## src/apbc_pkg.sv

```systemverilog
// constants, field layout and types of the autopoll/bitcheck control block
package apbc_pkg;
    // clock and time base
    localparam int CLK_PERIOD_NS = 10;
    localparam int US_NS = 1000;
    localparam int US_CYCLES = (US_NS + CLK_PERIOD_NS - 1) / CLK_PERIOD_NS;
    localparam int MS_US = 1000;
    localparam int SLEEP_BASE_MS = 10;
    localparam int WDOG_FAST_MS = 5;
    localparam int WDOG_MID_MS = 10;
    localparam int WDOG_SLOW_MS = 20;

    // register port
    localparam int ADDR_W = 4;
    localparam int DATA_W = 32;
    localparam logic [3:0] CTRL_OFS = 4'h0;
    localparam logic [3:0] STAT_OFS = 4'h4;

    // control word fields
    localparam int CTRL_W = 21;
    localparam int BW_LSB = 3;
    localparam int SLICE_LSB = 5;
    localparam int BITCNT_LSB = 7;
    localparam int WIN_LSB = 9;
    localparam int SLEEP_LSB = 12;
    localparam int AUTOPOLL_BIT = 15;
    localparam int WDOG_DIS_BIT = 18;
    localparam int BW_SRC_BIT = 20;
    localparam logic [1:0] BW_RESET = 2'h3;
    localparam logic [1:0] SLICE_RESET = 2'h3;
    // window code 111 out of reset: the shortest, least strict window
    localparam logic [20:0] CTRL_RESET = 21'h0_0e78;

    // status word fields
    localparam int STAT_STATE_LSB = 0;
    localparam int STAT_GOOD_LSB = 4;
    localparam int STAT_BW_LSB = 12;

    // minimum edge interval in us, [window code][bandwidth column]
    localparam logic [9:0] WIN_US [8][4] = '{
        '{10'd67, 10'd136, 10'd270, 10'd541},
        '{10'd64, 10'd126, 10'd252, 10'd505},
        '{10'd59, 10'd118, 10'd234, 10'd469},
        '{10'd54, 10'd108, 10'd216, 10'd434},
        '{10'd49, 10'd100, 10'd198, 10'd397},
        '{10'd45, 10'd90, 10'd180, 10'd361},
        '{10'd41, 10'd82, 10'd163, 10'd325},
        '{10'd36, 10'd72, 10'd144, 10'd289}};

    typedef enum logic [1:0] {ST_AWAKE, ST_SLEEP, ST_CHECK} apbc_state_t;
endpackage

```

## src/apbc_autopoll.sv

```systemverilog
// autopoll sleep timer, bitcheck and receiver control word
module apbc_autopoll #(
    parameter int SLEEP_TICKS_10MS = 10,
    parameter int MS_US_P = apbc_pkg::MS_US
) (
    // clock and reset
    input wire logic ref_clk,
    input wire logic reset_n,
    // register port
    input wire logic [apbc_pkg::ADDR_W-1:0] reg_addr,
    input wire logic [apbc_pkg::DATA_W-1:0] reg_wdata,
    input wire logic reg_wr,
    input wire logic reg_rd,
    output logic [apbc_pkg::DATA_W-1:0] reg_rdata,
    // pins and analog-side signals
    input wire logic bw_select_pin_low,
    input wire logic bw_select_pin_high,
    input wire logic sleep_osc,
    input wire logic rx_data,
    // outputs
    output logic data_out,
    output logic rx_powered,
    output logic [1:0] bw_code,
    output logic [1:0] slice_code
);
    if (SLEEP_TICKS_10MS < 1 || SLEEP_TICKS_10MS > 511) begin : g_chk_sleep
        $error("SLEEP_TICKS_10MS out of range 1..511");
    end
    if (MS_US_P < 1 || MS_US_P > 65535) begin : g_chk_ms
        $error("MS_US_P out of range 1..65535");
    end

    typedef struct packed {
        logic [apbc_pkg::CTRL_W-1:0] ctrl;
        apbc_pkg::apbc_state_t state;
        logic osc_prev;
        logic rx_prev;
        logic [6:0] us_cnt;
        logic [15:0] ms_cnt;
        logic [15:0] sleep_cnt;
        logic [4:0] wdog_cnt;
        logic [9:0] ivl_us;
        logic seen_edge;
        logic [4:0] good_cnt;
        logic [apbc_pkg::DATA_W-1:0] rdata;
        logic data_out;
        logic rx_powered;
        logic [1:0] bw_code;
        logic [1:0] slice_code;
    } apbc_regs_t;

    localparam apbc_regs_t S_RESET = '{
        ctrl: apbc_pkg::CTRL_RESET,
        state: apbc_pkg::ST_AWAKE,
        bw_code: apbc_pkg::BW_RESET,
        slice_code: apbc_pkg::SLICE_RESET,
        default: '0};

    logic rst_meta;
    logic rst_sync;
    apbc_regs_t s;
    apbc_regs_t n;

    logic ctrl_wr;
    logic ap_set;
    logic ap_clr;
    logic us_tick;
    logic ms_tick;
    logic osc_rise;
    logic rx_edge;
    logic wdog_dis;
    logic [1:0] bw_eff;
    logic [1:0] win_col;
    logic [9:0] win_us;
    logic [4:0] need;
    logic [4:0] wdog_need;
    logic [15:0] sleep_need;

    always_ff @(posedge ref_clk or negedge reset_n) begin
        if (!reset_n) begin
            rst_meta <= 1'b0;
            rst_sync <= 1'b0;
        end else begin
            rst_meta <= 1'b1;
            rst_sync <= rst_meta;
        end
    end

    always_comb begin
        ctrl_wr = reg_wr && reg_addr == apbc_pkg::CTRL_OFS;
        // a write of one over one does not restart sleep: only 0 then 1
        ap_set = ctrl_wr && reg_wdata[apbc_pkg::AUTOPOLL_BIT]
            && !s.ctrl[apbc_pkg::AUTOPOLL_BIT];
        ap_clr = ctrl_wr && !reg_wdata[apbc_pkg::AUTOPOLL_BIT];
        us_tick = s.us_cnt == 7'(apbc_pkg::US_CYCLES - 1);
        ms_tick = us_tick && s.ms_cnt == 16'(MS_US_P - 1);
        osc_rise = sleep_osc && !s.osc_prev;
        rx_edge = rx_data != s.rx_prev;
        wdog_dis = s.ctrl[apbc_pkg::WDOG_DIS_BIT];
        // pads pull the select pins high, so floating reads as 11
        bw_eff = s.ctrl[apbc_pkg::BW_SRC_BIT]
            ? s.ctrl[apbc_pkg::BW_LSB +: 2]
            : {bw_select_pin_high, bw_select_pin_low};
        // narrower bandwidth, slower data: later columns hold longer windows
        win_col = ~bw_eff;
        win_us = apbc_pkg::WIN_US[s.ctrl[apbc_pkg::WIN_LSB +: 3]][win_col];
        // two periods, high and low, make one bit
        // field bit 1 is the first digit of the printed codes
        unique case (s.ctrl[apbc_pkg::BITCNT_LSB +: 2])
            2'b00: need = 5'd0;
            2'b01: need = 5'd4;
            2'b10: need = 5'd8;
            2'b11: need = 5'd16;
        endcase
        unique case (bw_eff)
            2'b11, 2'b10: wdog_need = 5'(apbc_pkg::WDOG_FAST_MS);
            2'b01: wdog_need = 5'(apbc_pkg::WDOG_MID_MS);
            2'b00: wdog_need = 5'(apbc_pkg::WDOG_SLOW_MS);
        endcase
        sleep_need = 16'(SLEEP_TICKS_10MS)
            << s.ctrl[apbc_pkg::SLEEP_LSB +: 3];
    end

    always_comb begin
        n = s;
        n.osc_prev = sleep_osc;
        n.rx_prev = rx_data;
        n.us_cnt = us_tick ? 7'd0 : s.us_cnt + 7'd1;
        if (us_tick) begin
            n.ms_cnt = ms_tick ? 16'd0 : s.ms_cnt + 16'd1;
        end
        if (ctrl_wr) begin
            n.ctrl = reg_wdata[apbc_pkg::CTRL_W-1:0];
        end
        unique case (s.state)
            apbc_pkg::ST_AWAKE: begin
            end
            apbc_pkg::ST_SLEEP: begin
                if (osc_rise) begin
                    if (s.sleep_cnt >= sleep_need - 16'd1) begin
                        n.sleep_cnt = 16'd0;
                        n.state = need == 5'd0 ? apbc_pkg::ST_AWAKE
                            : apbc_pkg::ST_CHECK;
                        n.us_cnt = 7'd0;
                        n.ms_cnt = 16'd0;
                        n.wdog_cnt = 5'd0;
                        n.ivl_us = 10'd0;
                        n.seen_edge = 1'b0;
                        n.good_cnt = 5'd0;
                    end else begin
                        n.sleep_cnt = s.sleep_cnt + 16'd1;
                    end
                end
            end
            apbc_pkg::ST_CHECK: begin
                if (rx_edge) begin
                    n.us_cnt = 7'd0;
                    n.ms_cnt = 16'd0;
                    n.wdog_cnt = 5'd0;
                    n.ivl_us = 10'd0;
                    n.seen_edge = 1'b1;
                    // first edge only opens the first period
                    if (s.seen_edge) begin
                        if (s.ivl_us < win_us) begin
                            n.state = apbc_pkg::ST_SLEEP;
                        end else if (s.good_cnt + 5'd1 == need) begin
                            n.state = apbc_pkg::ST_AWAKE;
                        end else begin
                            n.good_cnt = s.good_cnt + 5'd1;
                        end
                    end
                end else begin
                    if (us_tick && s.ivl_us != 10'h3ff) begin
                        n.ivl_us = s.ivl_us + 10'd1;
                    end
                    if (ms_tick && !wdog_dis) begin
                        if (s.wdog_cnt + 5'd1 >= wdog_need) begin
                            n.state = apbc_pkg::ST_SLEEP;
                        end else begin
                            n.wdog_cnt = s.wdog_cnt + 5'd1;
                        end
                    end
                end
            end
        endcase
        if (ap_clr) begin
            n.state = apbc_pkg::ST_AWAKE;
        end else if (ap_set) begin
            n.state = apbc_pkg::ST_SLEEP;
            n.sleep_cnt = 16'd0;
        end
        n.rdata = '0;
        if (reg_rd && reg_addr == apbc_pkg::CTRL_OFS) begin
            n.rdata[apbc_pkg::CTRL_W-1:0] = s.ctrl;
        end else if (reg_rd && reg_addr == apbc_pkg::STAT_OFS) begin
            n.rdata[apbc_pkg::STAT_STATE_LSB +: 2] = s.state;
            n.rdata[apbc_pkg::STAT_GOOD_LSB +: 5] = s.good_cnt;
            n.rdata[apbc_pkg::STAT_BW_LSB +: 2] = bw_eff;
        end
        n.data_out = s.state == apbc_pkg::ST_AWAKE && rx_data;
        n.rx_powered = s.state != apbc_pkg::ST_SLEEP;
        n.bw_code = bw_eff;
        n.slice_code = s.ctrl[apbc_pkg::SLICE_LSB +: 2];
    end

    always_ff @(posedge ref_clk or negedge rst_sync) begin
        if (!rst_sync) begin
            s <= S_RESET;
        end else begin
            s <= n;
        end
    end

    assign reg_rdata = s.rdata;
    assign data_out = s.data_out;
    assign rx_powered = s.rx_powered;
    assign bw_code = s.bw_code;
    assign slice_code = s.slice_code;
endmodule

```

## config.mk

```make
export PLATFORM = sky130hd
export DESIGN_NAME = apbc_autopoll
export DESIGN_NICKNAME = d
export VERILOG_FILES = /design/src/apbc_pkg.sv /design/src/apbc_autopoll.sv
export SDC_FILE = /design/constraint.sdc
export NUM_CORES = 1
export LEC_CHECK = 0
export ABC_AREA = 1
export ABC_CLOCK_PERIOD_IN_PS = 3850
export BUFFER_PORTS_ARGS = -buffer_cell sky130_fd_sc_hd__buf_2
export CORE_MARGIN = 1
export CORE_UTILIZATION = 35
export DETAILED_ROUTE_END_ITERATION = 7
export PLACE_DENSITY_LB_ADDON = 0.3
export SETUP_SLACK_MARGIN = 0.5
export SLEW_MARGIN = 5
export SYNTH_ARGS = -nofsm -noshare
export SYNTH_HDL_FRONTEND = slang
export SYNTH_SLANG_ARGS = --single-unit
export TNS_END_PERCENT = 5
```

## constraint.sdc

```tcl
create_clock -name ref_clk -period 3.85 [get_ports ref_clk]
set_input_delay 0.5775 -clock ref_clk [delete_from_list [all_inputs] [get_ports ref_clk]]
set_output_delay 0.5775 -clock ref_clk [all_outputs]
set_load 0.05 [all_outputs]
```

==> results.yml, run 1 <==
floorplanning:
  die_area_mm2: 0.02007
  io-pin-count: 82
  num_rows: 50
  start_util: 0.3615
  die_w_um: 141.7
  die_h_um: 141.7
  coreArea_mm2: 0.01889
clock_network:
  path_clk_slew_ps: 60
  clkSinkCount: 114
  numCtsBuffers: 17
  ctsHtreeMaxLevel: 4
  clock_path_buffers: 2
  cts_root_buf: "clkbuf_16"
  cts_tree: "yes"
  clock_latency_ps: 420
global_route:
  grt_overflow: 0
  grt_antenna_before_repair: 0
  grt_pass1_wl_mm: 24.92
  grt_max_degree: 60
  grt_pass1_vias: 5103
  grt_use_total: 0.1583
worst_setup_path:
  critical_path.endpoint: "s[50]"
  worstReg2RegEnd: "s[50]"
  cp.arrival_ps: 3310
  slowest_delay_ps: 450
  r2r_start: "s[116]"
  required_ps: 4160
  crit_path_max_fanout: 13
  crit_path_top_delay_cell: "dfrtp_1"
  worstSetupStartpointType: "register"
  reg2regPathDepth: 21
  path_cells: "nor2_2, inv_1, nor2_1, inv_1, ha_1, inv_1, o21ai_0, nand3_1, ha_1, a21o_1, nor2_1, nand2_1, nand2_1, nand2_1, inv_1, nand2_1, nand2_1, inv_1, nand2_2, inv_2, o21ai_0"
  r2r_setup_slack_ps: 850
  crit_path_start: "s[116]"
  end_kind: "register"
  crit_type: "reg2reg"
timing:
  fin_skew_ps: 6.844
  setup_viol: 0
  period_needed_ps: 2997
  holdWs_ps: 284.2
  tightestPinTransition_ps: 901.5
  max_freq_ghz: 0.3337
  slew_headroom: 0.3973
  timing.final.crit_share: 0.7784
  tns_ps: 0
  slew_violations: 0
  rsz0062_at_grt: "yes"
  hold_violations: 0
hold_path:
  hold_path.class: "in2reg"
place:
  io_buffers: 59
  gp_congestion: 0.8495
  dp.cells: 1155
  hpwl_mm: 10.55
route:
  vias: 5546
  drt_wl_total_mm: 14.68
  first_pass_iters: 6
  viasPerCell: 4.668
  postRouteAntennaNets: 0
  drc: 0
  wire_per_inst_um: 12.36
  drt-initial-drc-count: 257
synth:
  yosysTopAreaCellShare: 0.3774
  synth_cell_types: 43
  synth_edf_count: 0
  ys_warn_count: 0
  ys_seq_area_frac: 0.4198
  syn_inst: 872
  yosys.area.top_type: "dfrtp_1"
  avgSynthCellArea_um2: 7.831
  ys_top_cells_by_area: "dfrtp_1 (38%), nand2_1 (9.4%), ha_1 (7.5%), inv_1 (6.2%), nor2_1 (6.0%)"
  ys_async_sr_fraction: 1.000
  ys_seq_elements: 114
  ys.flop_type: "dfrtp_1"
  synth_area_mm2: 0.006829
cells_and_area:
  layout-drive-gt1-share: 0.1530
  layout_commonest_cell: "nand2_1"
  fillers: 1937
  diodes: 0
  final_nets: 1000
  instances_no_fill: 1188
  sequential_cell_area_mm2: 0.002870
  mostFrequentLayoutCells: "nand2_1 (170), inv_1 (113), nor2_1 (109)"
  area_growth_pct: 14.25
  multi_input_area_mm2: 0.003208
power_and_ir_drop:
  power_density_mw_per_mm2: 573.1
  p_leak_nw: 4.130
  p_total_mw: 4.472
  peakVddDrop_mv: 0.3203
job:
  cap_violations: 0
status:
  status: "complete, no violations"
[cell type report]
cell class / instances / area share
clock buffers: 18 / 0.05500
clock inverters: 14 / 0.01684
inverters: 119 / 0.05757
multi-input cells: 594 / 0.4112
flip-flops and latches: 114 / 0.3679
well taps: 260 / 0.04169
repair buffers: 69 / 0.04987
[sequential cells by signal, summed over array words and instances (netlist names)]
name        flops
bw_code         2
rst_meta        1
rx_powered      1
rst_sync        1
reg_rdata      21
slice_code      2
data_out        1
n               2
s              83
[repair_timing]
| item | 4_1_cts | 5_1_grt |
|---|---|---|
| endpoints found under the setup margin | 0 | 22 |
| gates resized for setup | 0 | 4 |
| setup buffers | 0 | 0 |
| hold buffers | 1 | 0 |
| hold endpoints to repair | 2 | 0 |
[routing by layer]
layer	global-route usage	share of wire	up-vias
met5	0	0	-
met1	0.2127	0.49	2559
met2	0.2463	0.46	105
li1	-	-	2865
met4	0.06055	0.015	0
met3	0.03746	0.040	17
[worst max-delay path, delay by kind of cell (launching register included)]
kind | cells | cell delay, ps
AND/OR/NAND/NOR | 10 | 1070
buffers and inverters | 6 | 480
AO/OA/AOI/OAI | 3 | 480
flip-flops | 1 | 450
adder cells (fa/ha/maj) | 2 | 420
[logic make-up after synthesis]
| logic type | count (synthesis) | synth area share |
|---|---|---|
| flops | 114 | 0.4198 |
| xor+xnor | 19 | 0.02437 |
| buf+inv | 175 | 0.1187 |
| other cells | 2 | 0.001100 |
| simple gates | 396 | 0.2582 |
| compound gates | 125 | 0.1028 |
| fa+ha+maj | 41 | 0.07512 |
[how the worst min path moves through the flow]
| stage | start | cells past startpoint | slack, ps | end |
|---|---|---|---|---|
| detailed placement | rst_meta | 0 | 340 | rst_sync |
| finish | sleep_osc | 1 | 280 | s[99] |
| global placement | rst_meta | 0 | 340 | rst_sync |
| global route | sleep_osc | 1 | 270 | s[99] |
| CTS | sleep_osc | 1 | 260 | s[99] |
| floorplan | reset_n | 0 | 280 | rst_meta |
[power by group]
part | switching (mW) | total [mW] | leakage, nW | internal (mW)
combinational | 0.972 | 1.43 | 2.40 | 0.460
sequential | 0.163 | 1.54 | 1.47 | 1.38
clock | 0.605 | 1.50 | 0.264 | 0.893
total | 1.74 | 4.47 | 4.13 | 2.73
[per-stage QoR]
step                utilization  setup slack [ps]  cell area (µm²)
CTS                      0.4123             668.2             7789
detailed placement       0.3821             700.9             7218
global placement         0.3821             761.9             7218
finish                   0.4130             853.2             7802
floorplan                     -              1229             6872
global route             0.4130             467.3             7802
[synth_stat cells, drive strengths merged, types with 2 or more instances]
master	number
buf	44
o211ai	8
nand2	175
a21o	2
nand3	60
a22oi	7
or2	3
xor2	15
o22ai	11
a21oi	52
conb	2
a31oi	2
nand4	14
o21ai	38
nor4	3
nor3b	3
dfrtp	103
and3	2
ha	41
inv	118
dfstp	11
clkbuf	12
a31o	3
nand3b	3
xnor2	4
nor2	115
nor3	18
Note: power is estimated with default switching activity, not from simulation.
==> inputs of run 2 (changes only) <==
ABC_CLOCK_PERIOD_IN_PS = 2900   (was 3850)
clock period = 2.9 ns   (was 3.85 ns; I/O delays follow)
==> run 2 against run 1 <==
Net effect:
- count of clock-buffer cells in the layout is 1 lower
- first-iteration DRC count rose by 27%
- combinational power grew 64%
- cell count grew 3.0%
- setup slack worse by 600 ps
- sequential share of layout area shrank 2.4 points
- global-route usage up 0.36 points
- register-to-register slack got worse by 600 ps
- die area unchanged
- sequential power grew 32%
- clock power rose by 53%
- critical path depth shrank 2
- highest routed layer unchanged
==> results.yml, run 2 (synthesis results as in run 1) <==
status:
  status: "complete, no violations"
global_route:
  grt.met2_usage: 0.2541
  grt_overflow: 0
  use_met3: 0.03611
  grt_antenna_before_repair: 0
  grt_busiest_layer: "met2"
  grt_pass1_vias: 5437
  grt_max_degree: 41
  grt_util_met1: 0.2183
  grt_pass1_wl_mm: 26.11
  grt_use_total: 0.1619
timing:
  slew_violations: 0
  rsz0062_at_grt: "yes"
  finalWorstSetupSlack_ps: 250.2
  hold_violations: 0
  fin_skew_ps: 8.642
  holdWs_ps: 137.2
  period_needed_ps: 2650
  max_freq_ghz: 0.3774
  tns_ps: 0
  timing.final.crit_share: 0.9137
  setup_viol: 0
power_and_ir_drop:
  peakVddDrop_mv: 0.5098
  p_leak_nw: 4.364
  power_density_mw_per_mm2: 800.7
hold_path:
  hold_path.class: "in2reg"
  min_path_cells: 1
worst_setup_path:
  crit_path_start: "s[112]"
  worstReg2RegEnd: "s[40]"
  path_cells: "inv_2, ha_4, inv_4, nand2_1, o21ai_1, a21oi_1, o21ai_1, nand2_1, o21ai_2, ha_1, nand2_1, nor4_2, nand2_1, nand2_2, nand3_2, nand2_4, nand2_4, nand2_2, nand2_2"
  cp.arrival_ps: 2960
  r2r_setup_slack_ps: 250
  crit_path_top_delay_cell: "dfstp_2"
  critical_path.endpoint: "s[40]"
  crit_path_max_fanout: 6
  worstSetupStartpointType: "register"
  crit_type: "reg2reg"
  reg2regPathDepth: 19
  required_ps: 3210
  end_kind: "register"
  cp_common_cell: "nand2_1"
  slowest_delay_ps: 560
  r2r_start: "s[112]"
cells_and_area:
  diodes: 0
  mostFrequentLayoutCells: "nand2_1 (153), nor2_1 (107), inv_1 (102)"
  largest_reg_flops: 83
  finalCoreUtilization: 0.4415
  regMostFlops: "s"
  layout_commonest_cell: "nand2_1"
  fillers: 1913
  area_growth_pct: 22.13
  stdcell_area_mm2: 0.008341
  layout-drive-gt1-share: 0.2303
  final_nets: 1036
place:
  hpwl_mm: 10.99
  gp_congestion: 0.8582
  io_buffers: 59
  post_dp_cell_area_mm2: 0.007353
  place_ws_ps: 50.00
route:
  drc: 0
  first_pass_iters: 4
  postRouteAntennaNets: 0
  viasPerCell: 4.686
  vias: 5736
  wire_per_inst_um: 12.54
  drt-initial-drc-count: 327
  drt_wl_total_mm: 15.35
floorplanning:
  die_h_um: 141.7
  num_rows: 50
  coreArea_mm2: 0.01889
  io-pin-count: 82
  die_area_mm2: 0.02007
  start_util: 0.3615
  die_w_um: 141.7
clock_network:
  cts_tree: "yes"
  clock_path_buffers: 2
  path_clk_slew_ps: 60
  ctsHtreeMaxLevel: 4
  cts_root_buf: "clkbuf_16"
  numCtsBuffers: 17
  clock_latency_ps: 420
  clkSinkCount: 114
job:
  cap_violations: 0
## run 2: cell types whose count changed in the layout (fill, tap and decap cells not counted), moves of 4 or more
cell | previous run | this run
buf_4 | 7 | 40
nand2_1 | 170 | 153
nand2_2 | 4 | 17
inv_1 | 113 | 102
inv_2 | 4 | 11
o21ai_0 | 29 | 23
o21ai_1 | 9 | 14
inv_4 | 1 | 5
## run 2: how the worst min path moves through the flow
| stage | endpoint | startpoint | slack (ps) |
|---|---|---|---|
| 2_1_floorplan | rst_meta | reset_n | 140 |
| 3_3_place_gp | rst_meta | reset_n | 220 |
| 3_5_place_dp | rst_meta | reset_n | 220 |
| 4_1_cts | s[99] | sleep_osc | 130 |
| 5_1_grt | s[99] | sleep_osc | 120 |
| 6_report | s[99] | sleep_osc | 140 |
## run 2: area by class of cell
type | count | area (µm²) | share of cell area
flip-flops and latches | 114 | 2872 | 0.3443
repair buffers | 105 | 670.6 | 0.08041
multi-input cells | 594 | 3371 | 0.4041
clock buffers | 17 | 425.4 | 0.05101
inverters | 119 | 459.2 | 0.05506
well taps | 260 | 325.3 | 0.03900
clock inverters | 15 | 217.7 | 0.02610
## run 2: what timing repair did
| item | in CTS | in global routing |
|---|---|---|
| pin swaps | 25 | 21 |
| setup endpoints to repair | 57 | 59 |
| setup buffers | 11 | 6 |
| gates resized for setup | 42 | 27 |
| endpoints found under the hold margin | 2 | 0 |
| gates cloned | 1 | 0 |
| hold buffers | 1 | 0 |
## run 2: report_power, final
| part | internal [mW] | switching, mW |
|---|---|---|
| Sequential | 1.83 | 0.203 |
| Clock | 1.46 | 0.828 |
| Combinational | 0.857 | 1.50 |
| Total | 4.15 | 2.53 |
## run 2: routing by layer
metal | routed length, µm | part of all wire
met2 | 7170 | 0.47
met3 | 540 | 0.035
met5 | 0 | 0
met4 | 221 | 0.014
met1 | 7419 | 0.48
## run 2: metrics by stage
stage | power [mW] | instances
finish | 6.679 | 1224
global route | 7.139 | 1224
CTS | 6.611 | 1218
detailed placement | 4.086 | 1173
global placement | 4.064 | 1173
floorplan | 3.505 | 883
## run 2: worst max-delay path: cells and delay by family, from the launching register on
kind                       cells  cell delay, ps
adders and majority gates      2             560
DFF                            1             560
AOI/OAI and AO/OA              4             320
buffers and inverters          2              90
and+or+nand+nor               11            1010
==> inputs of run 3 (changes only) <==
ABC_CLOCK_PERIOD_IN_PS = 3200   (was 2900)
clock period = 3.2 ns   (was 2.9 ns; I/O delays follow)
==> run 3 against run 2 <==
Net effect:
- largest cell class unchanged
- critical path depth up 5
- clock power down 12%
- critical endpoint is now s[84]
- die area unchanged
- sequential cell count unchanged
- highest routed layer unchanged
==> results.yml, run 3 (synthesis results as in run 1) <==
worst_setup_path:
  crit_path_max_fanout: 5
  end_kind: "register"
  worstReg2RegEnd: "s[84]"
  crit_path_top_delay_cell: "dfrtp_1"
  cp.arrival_ps: 3020
  crit_type: "reg2reg"
  reg2regPathDepth: 24
  worstSetupStartpointType: "register"
  cp_common_cell: "nand2_1"
  r2r_start: "s[116]"
  r2r_setup_slack_ps: 540
  path_cells: "nor2_2, inv_2, nor2_2, inv_1, ha_2, inv_2, xor2_1, ha_1, nand2_1, inv_1, nand2_1, nand2_1, nand2_1, nand2_2, nand2_1, nand2_2, inv_2, nand2_2, nand2_2, inv_4, nand2_8, nand2_4, or2_1, inv_1"
  slowest_delay_ps: 390
  critical_path.endpoint: "s[84]"
  required_ps: 3570
  crit_path_start: "s[116]"
global_route:
  grt_max_degree: 49
  grt_overflow: 0
  grt_antenna_before_repair: 0
  grt_pass1_wl_mm: 24.80
  grt_use_total: 0.1571
  grt_pass1_vias: 5182
cells_and_area:
  layout_commonest_cell: "nand2_1"
  diodes: 0
  mostFrequentLayoutCells: "nand2_1 (162), inv_1 (107), nor2_1 (106)"
  area_growth_pct: 20.04
  fillers: 1932
  multi_input_area_mm2: 0.003334
  finalCoreUtilization: 0.4339
  sequential_cell_area_mm2: 0.002870
  layout-drive-gt1-share: 0.2032
  final_nets: 1022
  regMostFlops: "s"
  largest_reg_flops: 83
timing:
  holdWs_ps: 179.0
  tightestPinTransition_ps: 873.1
  max_freq_ghz: 0.3764
  finalWorstSetupSlack_ps: 543.4
  slew_violations: 0
  slew_headroom: 0.4163
  fin_skew_ps: 13.46
  period_needed_ps: 2657
  setup_viol: 0
  rsz0062_at_grt: "yes"
  tns_ps: 0
  timing.final.crit_share: 0.8302
  hold_violations: 0
power_and_ir_drop:
  p_leak_nw: 4.295
  p_total_mw: 5.957
  peakVddDrop_mv: 0.4430
  power_density_mw_per_mm2: 726.7
clock_network:
  path_clk_slew_ps: 60
  numCtsBuffers: 17
  clkSinkCount: 114
  cts_root_buf: "clkbuf_16"
  cts_tree: "yes"
  ctsHtreeMaxLevel: 4
  clock_latency_ps: 430
  clock_path_buffers: 2
route:
  drc: 0
  postRouteAntennaNets: 0
  vias: 5622
  first_pass_iters: 5
  drt_wl_total_mm: 15.06
  viasPerCell: 4.646
  wire_per_inst_um: 12.45
  drt-initial-drc-count: 266
floorplanning:
  num_rows: 50
  die_w_um: 141.7
  die_area_mm2: 0.02007
  start_util: 0.3615
  die_h_um: 141.7
  io-pin-count: 82
  coreArea_mm2: 0.01889
job:
  cap_violations: 0
hold_path:
  hold_path.class: "in2reg"
status:
  status: "complete, no violations"
place:
  io_buffers: 59
  hpwl_mm: 10.74
  place_ws_ps: 198.3
  gp_congestion: 0.8178
==> run 3: cell count changes in the layout (fill, tap and decap cells not counted), moves of 2 or more <==
cell and change:
buf_4 -13, nand2_1 +9, nand2_2 -9, inv_1 +5, inv_2 -4, o21ai_0 +4, o21ai_1 -4, buf_6 -3
inv_4 -2, nor2_2 +2
==> run 3: area by class of cell <==
| type | count | area share |
|---|---|---|
| clock buffer | 17 | 0.05189 |
| sequential | 114 | 0.3501 |
| timing repair buffer | 91 | 0.07128 |
| multi-input combinational | 594 | 0.4067 |
| tap | 260 | 0.03968 |
| inverter | 119 | 0.05601 |
| clock inverter | 15 | 0.02427 |
==> run 3: what timing repair did <==
item,in CTS,in global routing
pin swaps,3,14
endpoints found under the setup margin,57,57
hold buffers,1,0
gates cloned,0,1
resized for setup,19,28
buffers inserted,12,2
hold endpoints to repair,2,0
==> run 3: power by group <==
part | leakage [nW] | switching (mW) | internal (mW)
logic | 2.52 | 1.33 | 0.780
clock network | 0.303 | 0.757 | 1.25
registers | 1.47 | 0.184 | 1.66
==> run 3: how the worst min path moves through the flow <==
stage          startpoint        to  slack (ps)  cells after the start
3_3_place_gp      reset_n  rst_meta         270                      1
3_5_place_dp      reset_n  rst_meta         270                      1
6_report        sleep_osc     s[99]         180                      1
5_1_grt         sleep_osc     s[99]         170                      1
2_1_floorplan     reset_n  rst_meta         180                      0
4_1_cts         sleep_osc     s[99]         160                      1
==> run 3: worst max-delay path: cells and delay by family (launching register included) <==
kind	cells	cell delay, ps
buf+inv	7	380
fa+ha+maj	2	450
flops	1	390
xor+xnor	1	170
simple gates	14	1200
==> run 3: through the flow <==
| stage | area [µm²] | instances |
|---|---|---|
| after global placement | 7271 | 1162 |
| final | 8198 | 1210 |
| after detailed placement | 7271 | 1162 |
| after floorplan | 6872 | 883 |
| after global routing | 8198 | 1210 |
| after CTS | 8055 | 1207 |
==> run 3: per-layer routing <==
layer | GRT usage | routed length, µm
met4 | 0.04980 | 209
met3 | 0.04219 | 565
met2 | 0.2538 | 6922
met5 | 0 | 0
met1 | 0.2042 | 7366
